===== src/rtl/tops_pkg.sv =====
// constants and types for the test output select and pll bypass block
// Behaviour
// - exactly one internal node drives the test pin, chosen by test field; the code forces the pin to 0 while test_en is low
// - parallel inputs never change the test-select field
// - parallel load strobe low forces the test field to 000
// - code 110 feeds serial clock into feedback counter and post divider
// - in bypass, output clock is post divider, test pin is feedback counter
// - decode 000 shift,001 one,010 ref/16,011 fb,100 out,101 zero,110,111
// - shift register view shifts out at the serial clock rate
// - bypass feedback output rate is serial clock over twice post ratio
// - feedback counter view on test pin need not be 50% duty
// - stream order test, post, feedback bits, each msb first
// - falling edge of latch strobe moves shift register into settings
package tops_pkg;

  // ---------------------------------------------------------------
  // configuration layout
  // ---------------------------------------------------------------
  localparam int TOPS_T_W = 3;
  localparam int TOPS_N_W = 2;
  localparam int TOPS_M_W = 9;
  localparam int TOPS_SR_W = TOPS_T_W + TOPS_N_W + TOPS_M_W;

  typedef struct packed {
    logic [TOPS_T_W-1:0] t;
    logic [TOPS_N_W-1:0] n;
    logic [TOPS_M_W-1:0] m;
  } tops_cfg_t;

  // ---------------------------------------------------------------
  // test-select codes
  // ---------------------------------------------------------------
  localparam logic [2:0] TOPS_T_SHIFT = 3'h0;
  localparam logic [2:0] TOPS_T_ONE = 3'h1;
  localparam logic [2:0] TOPS_T_REF16 = 3'h2;
  localparam logic [2:0] TOPS_T_FB = 3'h3;
  localparam logic [2:0] TOPS_T_OUT = 3'h4;
  localparam logic [2:0] TOPS_T_ZERO = 3'h5;
  localparam logic [2:0] TOPS_T_BYPASS = 3'h6;
  localparam logic [2:0] TOPS_T_OUT4 = 3'h7;

  // post divide codes
  localparam logic [1:0] TOPS_N_DIV2 = 2'h0;
  localparam logic [1:0] TOPS_N_DIV4 = 2'h1;
  localparam logic [1:0] TOPS_N_DIV8 = 2'h2;
  localparam logic [1:0] TOPS_N_DIV1 = 2'h3;

  // ---------------------------------------------------------------
  // reset values
  // ---------------------------------------------------------------
  localparam tops_cfg_t TOPS_CFG_RST = '0;
  localparam logic [TOPS_SR_W-1:0] TOPS_SR_RST = 14'h0000;
  localparam logic TOPS_TEST_EN_RST = 1'b1;

  // ---------------------------------------------------------------
  // wishbone map
  // ---------------------------------------------------------------
  localparam logic [3:0] TOPS_ADDR_STATUS = 4'h0;
  localparam logic [3:0] TOPS_ADDR_CTRL = 4'h4;
  localparam logic [3:0] TOPS_ADDR_SHIFT = 4'h8;
  localparam int TOPS_CTRL_TEST_EN = 0;
  localparam int TOPS_STAT_BYPASS = 14;

  // reference divide used on the ref/16 view
  localparam int TOPS_REF_DIV_W = 4;

endpackage


===== src/rtl/tops_core.sv =====
// test output select, pll bypass and wishbone status port
`timescale 1ns/1ps
module tops_core
  import tops_pkg::*;
(
  input wire logic SYS_CLK, // 10 MHz system clock
  input wire logic RST_N, // synchronous reset, active low
  input wire logic SER_CLK, // serial configuration clock
  input wire logic SER_DATA, // serial configuration data
  input wire logic SER_LATCH, // serial latch strobe
  input wire logic PAR_LOAD, // parallel load strobe
  input wire logic [8:0] PAR_M, // parallel feedback divide value
  input wire logic [1:0] PAR_N, // parallel post divide code
  input wire logic XTAL_CLK, // crystal reference level
  input wire logic VCO_CLK, // pll vco level
  input wire logic WB_CYC_I, // wishbone cycle
  input wire logic WB_STB_I, // wishbone strobe
  input wire logic WB_WE_I, // wishbone write enable
  input wire logic [3:0] WB_ADR_I, // wishbone byte address
  input wire logic [3:0] WB_SEL_I, // wishbone byte selects
  input wire logic [31:0] WB_DAT_I, // wishbone write data
  output logic [31:0] WB_DAT_O, // wishbone read data
  output logic WB_ACK_O, // wishbone acknowledge
  output logic TEST_OUT, // diagnostic test pin
  output logic FOUT_P, // synthesized clock, true
  output logic FOUT_N // synthesized clock, complement
);

  // ---------------------------------------------------------------
  // state
  // ---------------------------------------------------------------
  tops_cfg_t cfg, next_cfg;
  logic [TOPS_SR_W-1:0] shift, next_shift;
  logic sclk_q, latch_q, xtal_q, vco_q;
  logic [2:0] post_cnt, next_post_cnt;
  logic [9:0] fb_cnt, next_fb_cnt;
  logic [TOPS_REF_DIV_W-1:0] ref_cnt, next_ref_cnt;
  logic [1:0] out4_cnt, next_out4_cnt;
  logic fout, next_fout;
  logic next_test;
  logic test_en, next_test_en;
  logic [31:0] next_dat;
  logic next_ack;

  logic sclk_rise, latch_fall, xtal_rise, vco_rise;
  logic bypass, src_rise, src_lvl, fb_out;
  logic [9:0] fb_limit;
  logic [3:0] ratio;

  assign sclk_rise = SER_CLK && !sclk_q;
  assign latch_fall = !SER_LATCH && latch_q;
  assign xtal_rise = XTAL_CLK && !xtal_q;
  assign vco_rise = VCO_CLK && !vco_q;
  assign bypass = (cfg.t == TOPS_T_BYPASS);
  assign src_rise = bypass ? sclk_rise : vco_rise;
  assign src_lvl = bypass ? SER_CLK : VCO_CLK;
  assign fb_out = (fb_cnt == 10'h000); // one-count pulse

  always_comb begin
    case (cfg.n)
      TOPS_N_DIV2: ratio = 4'h2;
      TOPS_N_DIV4: ratio = 4'h4;
      TOPS_N_DIV8: ratio = 4'h8;
      default: ratio = 4'h1;
    endcase
  end

  // bypass period is twice the post ratio
  assign fb_limit = bypass ? {5'h00, ratio, 1'b0} :
                    ((cfg.m == 9'h000) ? 10'h001 : {1'b0, cfg.m});

  // ---------------------------------------------------------------
  // configuration capture
  // ---------------------------------------------------------------
  always_comb begin
    next_cfg = cfg;
    next_shift = shift;
    if (!PAR_LOAD) begin
      // transparent parallel latch; test field held at default
      next_cfg.t = TOPS_T_SHIFT;
      next_cfg.n = PAR_N;
      next_cfg.m = PAR_M;
    end else begin
      if (sclk_rise) begin
        // first bit ends in the top: t2 first
        next_shift = {shift[TOPS_SR_W-2:0], SER_DATA};
      end
      if (latch_fall) begin
        next_cfg = tops_cfg_t'(shift);
      end
    end
  end

  always_ff @(posedge SYS_CLK) begin
    if (!RST_N) begin
      cfg <= TOPS_CFG_RST;
      shift <= TOPS_SR_RST;
    end else begin
      cfg <= next_cfg;
      shift <= next_shift;
    end
  end

  // ---------------------------------------------------------------
  // dividers
  // ---------------------------------------------------------------
  always_comb begin
    next_post_cnt = post_cnt;
    next_fb_cnt = fb_cnt;
    next_ref_cnt = ref_cnt;
    next_out4_cnt = out4_cnt;
    case (cfg.n)
      TOPS_N_DIV2: next_fout = post_cnt[0];
      TOPS_N_DIV4: next_fout = post_cnt[1];
      TOPS_N_DIV8: next_fout = post_cnt[2];
      default: next_fout = src_lvl;
    endcase
    if (src_rise) begin
      next_post_cnt = post_cnt + 3'h1;
      if (fb_cnt + 10'h001 >= fb_limit) begin
        next_fb_cnt = 10'h000;
      end else begin
        next_fb_cnt = fb_cnt + 10'h001;
      end
    end
    // a new setting restarts the feedback count, so no stale count
    // from a longer period survives into bypass
    if (next_cfg != cfg) begin
      next_fb_cnt = 10'h000;
    end
    if (xtal_rise) begin
      next_ref_cnt = ref_cnt + 4'h1;
    end
    if (next_fout && !fout) begin
      next_out4_cnt = out4_cnt + 2'h1;
    end
  end

  // ---------------------------------------------------------------
  // test multiplexer
  // ---------------------------------------------------------------
  always_comb begin
    case (cfg.t)
      TOPS_T_SHIFT: next_test = shift[TOPS_SR_W-1];
      TOPS_T_ONE: next_test = 1'b1;
      TOPS_T_REF16: next_test = ref_cnt[TOPS_REF_DIV_W-1];
      TOPS_T_FB: next_test = fb_out;
      TOPS_T_OUT: next_test = fout;
      TOPS_T_ZERO: next_test = 1'b0;
      TOPS_T_BYPASS: next_test = fb_out;
      TOPS_T_OUT4: next_test = out4_cnt[1];
      default: next_test = 1'b0;
    endcase
    if (!test_en) begin
      next_test = 1'b0;
    end
  end

  // ---------------------------------------------------------------
  // wishbone slave
  // ---------------------------------------------------------------
  always_comb begin
    next_test_en = test_en;
    next_dat = WB_DAT_O;
    next_ack = 1'b0;
    if (WB_CYC_I && WB_STB_I && !WB_ACK_O) begin
      next_ack = 1'b1;
      next_dat = 32'h0000_0000;
      case (WB_ADR_I)
        TOPS_ADDR_STATUS:
          next_dat = {17'h00000, bypass, cfg.t, cfg.n, cfg.m};
        TOPS_ADDR_CTRL: begin
          next_dat = {31'h0000_0000, test_en};
          if (WB_WE_I && WB_SEL_I[0]) begin
            next_test_en = WB_DAT_I[TOPS_CTRL_TEST_EN];
          end
        end
        TOPS_ADDR_SHIFT: next_dat = {18'h00000, shift};
        default: next_dat = 32'h0000_0000;
      endcase
    end
  end

  always_ff @(posedge SYS_CLK) begin
    if (!RST_N) begin
      sclk_q <= 1'b0;
      latch_q <= 1'b0;
      xtal_q <= 1'b0;
      vco_q <= 1'b0;
      post_cnt <= 3'h0;
      fb_cnt <= 10'h000;
      ref_cnt <= 4'h0;
      out4_cnt <= 2'h0;
      fout <= 1'b0;
      test_en <= TOPS_TEST_EN_RST;
      TEST_OUT <= 1'b0;
      FOUT_P <= 1'b0;
      FOUT_N <= 1'b1;
      WB_DAT_O <= 32'h0000_0000;
      WB_ACK_O <= 1'b0;
    end else begin
      sclk_q <= SER_CLK;
      latch_q <= SER_LATCH;
      xtal_q <= XTAL_CLK;
      vco_q <= VCO_CLK;
      post_cnt <= next_post_cnt;
      fb_cnt <= next_fb_cnt;
      ref_cnt <= next_ref_cnt;
      out4_cnt <= next_out4_cnt;
      fout <= next_fout;
      test_en <= next_test_en;
      TEST_OUT <= next_test;
      FOUT_P <= next_fout;
      FOUT_N <= !next_fout;
      WB_DAT_O <= next_dat;
      WB_ACK_O <= next_ack;
    end
  end
endmodule


===== config.mk =====
export PLATFORM = sky130hd
export DESIGN_NAME = tops_core
export DESIGN_NICKNAME = d
export VERILOG_FILES = /design/src/rtl/tops_pkg.sv /design/src/rtl/tops_core.sv
export SDC_FILE = /design/constraint.sdc
export NUM_CORES = 1
export LEC_CHECK = 0
export BUFFER_PORTS_ARGS = -buffer_cell sky130_fd_sc_hd__buf_2
export CORE_MARGIN = 4
export CORE_UTILIZATION = 45
export DETAILED_ROUTE_END_ITERATION = 8
export MAX_ROUTING_LAYER = met4
export PLACE_DENSITY = 0.8
export SYNTH_ARGS = -nofsm -noshare
export SYNTH_HDL_FRONTEND = slang
export SYNTH_SLANG_ARGS = --single-unit

===== constraint.sdc =====
create_clock -name SYS_CLK -period 2.6 [get_ports SYS_CLK]
set_input_delay 0.78 -clock SYS_CLK [delete_from_list [all_inputs] [get_ports SYS_CLK]]
set_output_delay 0.78 -clock SYS_CLK [all_outputs]
set_load 0.01 [all_outputs]

==> run metrics <==
DIE AREA=around 10000 um2; failing checks=negative setup slack; Peak VDD IR=roughly 360 uV; Yosys warning count=0; P&R area growth vs syn=22.29%; RSZ-0062 raised after global routing=true; placed cell count=roughly 630; area of the mapped netlist=between 3000 and 4000 um2; CTS sink count=71; hold_buf cts=0; Die Wd=between 100 and 150 um; worst-path cell chain=buf_4 -> ha_4 -> and3_4 -> nand3_4 -> xnor2_4 -> ha_2 -> o21a_1 -> o21a_1 -> a2111oi_4 -> buf_4 -> nand2_1 -> a311oi_1; vias in the first global route=3452; most frequent cells after synthesis=nand2_1 (80), dfxtp_1 (71), nor2_1 (45); antenna violations before repair=0; EDFF count, synth=0; delay-heaviest family, CP=compound AO/OA/AOI/OAI gates; I/O pins=roughly 100; Post-layout nets=just over 600; met1 usage=0.2405; Seq/Total Area, Yosys=0.3659; CP max FO=6; Async SR Flop Fraction=0; GRT busiest layer=met2; Area contributors post-synth=dfxtp_1 (37%), nand2_1 (7.7%), xnor2_1 (4.5%); sw frac=0.2743; setup TNS=-0.5397 ns; fin cells=656; CTS tree=built; min Tclk post-route=2.689 ns; CTS buffer count=9; syn_area_per_cell=a little over 8 um2; switching power=between 0.6 and 0.7 mW; Lkg Pwr=between 1.5 and 2 nW; register area=around 1400 um2; predominant post-synthesis flop cell=dfxtp_1; first-pass GRT wire length=between 15000 and 20000 um; port bufs=46; area leader, netlist=dfxtp_1; worst rel slew slack=0.6613; DP Area=roughly 4400 um2; Clock Latency Late Sink=about 0.36 ns; root buffer cell=clkbuf_8; largest net degree at the start of global routing=49; outcome=complete, but fails checks; H-tree Lvls=3; sequential power share=0.477; DRT antenna net count=0; fmax=371.9 MHz; M2 GR Usage=0.3635; met3 Use GR=0.03945; Max Cap Violations=0; GRT Util Overall=0.2095; Crit Path Class=reg2reg; Clock power frac=0.388; standard-cell rows=33; GR Overflow Total=0; Worst Setup End Kind=flip-flop; Fin. Hold Viols=0; RD Place Congestion=0.9193; Routed Wire Length=around 10000 um; Power Dens Cells=roughly 500 nW/um2; vias per cell=between 5 and 6; DR iter-0 viols=just over 200; CP max stage cell=a2111oi_4; die height=roughly 100 um; detailed placement HPWL=~7600 um; DRT Pass-1 Iters=5; Worst Hold Class=reg2reg; Tightest Pin Transition=about 0.51 ns; skew final=roughly 0.0092 ns; worst path required time=about 2.9 ns; number of distinct library cells after synthesis=~50; Reg clk slew, reported paths=roughly 0.080 ns; Final Cycle Share=1.034; CP arrival=~3 ns; multi-input logic area=around 2300 um2; Final Cell Area=4751 um2; per-cell routed wire length=between 15 and 20 um; layout cell share with drive strength beyond 1=0.2740; CP bufs+invs=2; final worst slack=-0.08880 ns; startpoint types=flip-flop; final setup fails=9; Slew Viols, Final=0; drc violations=0; n_diodes=0; Syn Inst Count=approximately 470; Setup WS pre-CTS=-0.2118 ns; CP max stage delay=0.41 ns; most common cell in the synthesized netlist=nand2_1; final design utilization=0.5724; Yosys top cell area share=0.3659; Clock Path Buffers=2; initial core utilization=0.4681; Seq cells post-synth=approximately 70; P_int=about 1.7 mW; Fillers=between 700 and 800; core footprint=around 8300 um2; Via Count=between 3000 and 4000; Comb pwr share=0.135
-- timing repair --
item                       4_1_cts  5_1_grt
pin swaps                       13       10
buffers inserted                11        1
gates resized for setup          9        7
setup endpoints to repair        9        9
cloned                           1        0
-- path summary, 6_finish.rpt --
path | depth (start not counted) | slack, ns | to | from
worst min register to register | 2 | 0.46 | fb_cnt[9] | fb_cnt[9]
worst min-delay path | 2 | 0.46 | fb_cnt[9] | fb_cnt[9]
worst max register to register | 12 | -0.09 | fb_cnt[3] | fb_cnt[1]
worst max-delay path | 12 | -0.09 | fb_cnt[3] | fb_cnt[1]
-- cell families (layout without fill, tap and decap cells) --
family,count (synthesis),after routing,share of synthesized area
fa+ha+maj,13,13,0.04187
xor+xnor,33,33,0.07440
buf+inv,62,126,0.08405
flops,71,71,0.3659
simple gates,178,178,0.2093
other cells,1,17,0.0009653
mux,18,18,0.05378
compound gates,95,95,0.1697
-- power by group through the flow --
stage / logic, mW / clock network, mW / registers, mW
after floorplan: 0.225 / 0 / 1.16
after global placement: 0.303 / 0 / 1.16
after detailed placement: 0.313 / 0 / 1.16
after CTS: 0.320 / 0.938 / 1.13
after global routing: 0.353 / 0.979 / 1.14
final: 0.321 / 0.924 / 1.13
-- sequential cells by signal, indices dropped and copies added (netlist names) --
name / count
FOUT_N: 1
TEST_OUT: 1
WB_ACK_O: 1
WB_DAT_O: 15
cfg: 14
fb_cnt: 10
fout: 1
latch_q: 1
out4_cnt: 2
post_cnt: 3
ref_cnt: 4
sclk_q: 1
shift: 14
test_en: 1
vco_q: 1
xtal_q: 1
-- per-layer routing --
metal,vias to the layer above,part of all wire
li1,1747,-
met1,1704,0.42
met2,82,0.52
met3,21,0.040
met4,0,0.020
met5,-,0
-- cells in the final DEF, fill, tap and decap left out, types with 5 or more instances in the layout --
master | synthesis | routed
a21oi_1 | 31 | 30
a22oi_1 | 19 | 19
a311oi_1 | 14 | 14
and2_1 | 5 | 5
buf_2 | 3 | 46
buf_4 | 18 | 54
clkbuf_8 | 0 | 10
conb_1 | 1 | 17
dfxtp_1 | 71 | 67
ha_1 | 13 | 11
inv_1 | 9 | 8
mux2_2 | 13 | 13
nand2_1 | 80 | 80
nand2b_1 | 6 | 6
nor2_1 | 45 | 44
nor3_1 | 5 | 5
nor4_1 | 8 | 7
o21ai_0 | 8 | 7
xnor2_1 | 20 | 19
xor2_1 | 13 | 12
-- final cells by class --
cell class,instances,share of cell area
Multi-Input combinational cell,354,0.4838
Clock buffer,10,0.02897
Tap cell,105,0.02765
Sequential cell,71,0.3018
Clock inverter,6,0.01396
Timing Repair Buffer,101,0.1362
Inverter,9,0.007638
-- worst min-delay path: cells and delay by family, from the launching register on --
family | cells | cell delay [ns]
simple gates | 2 | 0.10
flops | 1 | 0.33
-- through the flow --
| step | hold WS (ns) | total power [mW] |
|---|---|---|
| 4_1_cts | 0.4654 | 2.391 |
| 6_report | 0.4648 | 2.378 |
| 2_1_floorplan | 0.4297 | 1.380 |
| 5_1_grt | 0.4840 | 2.469 |
| 3_3_place_gp | 0.4399 | 1.461 |
| 3_5_place_dp | 0.4533 | 1.472 |
No activity file was read; power rests on OpenSTA's default activity.
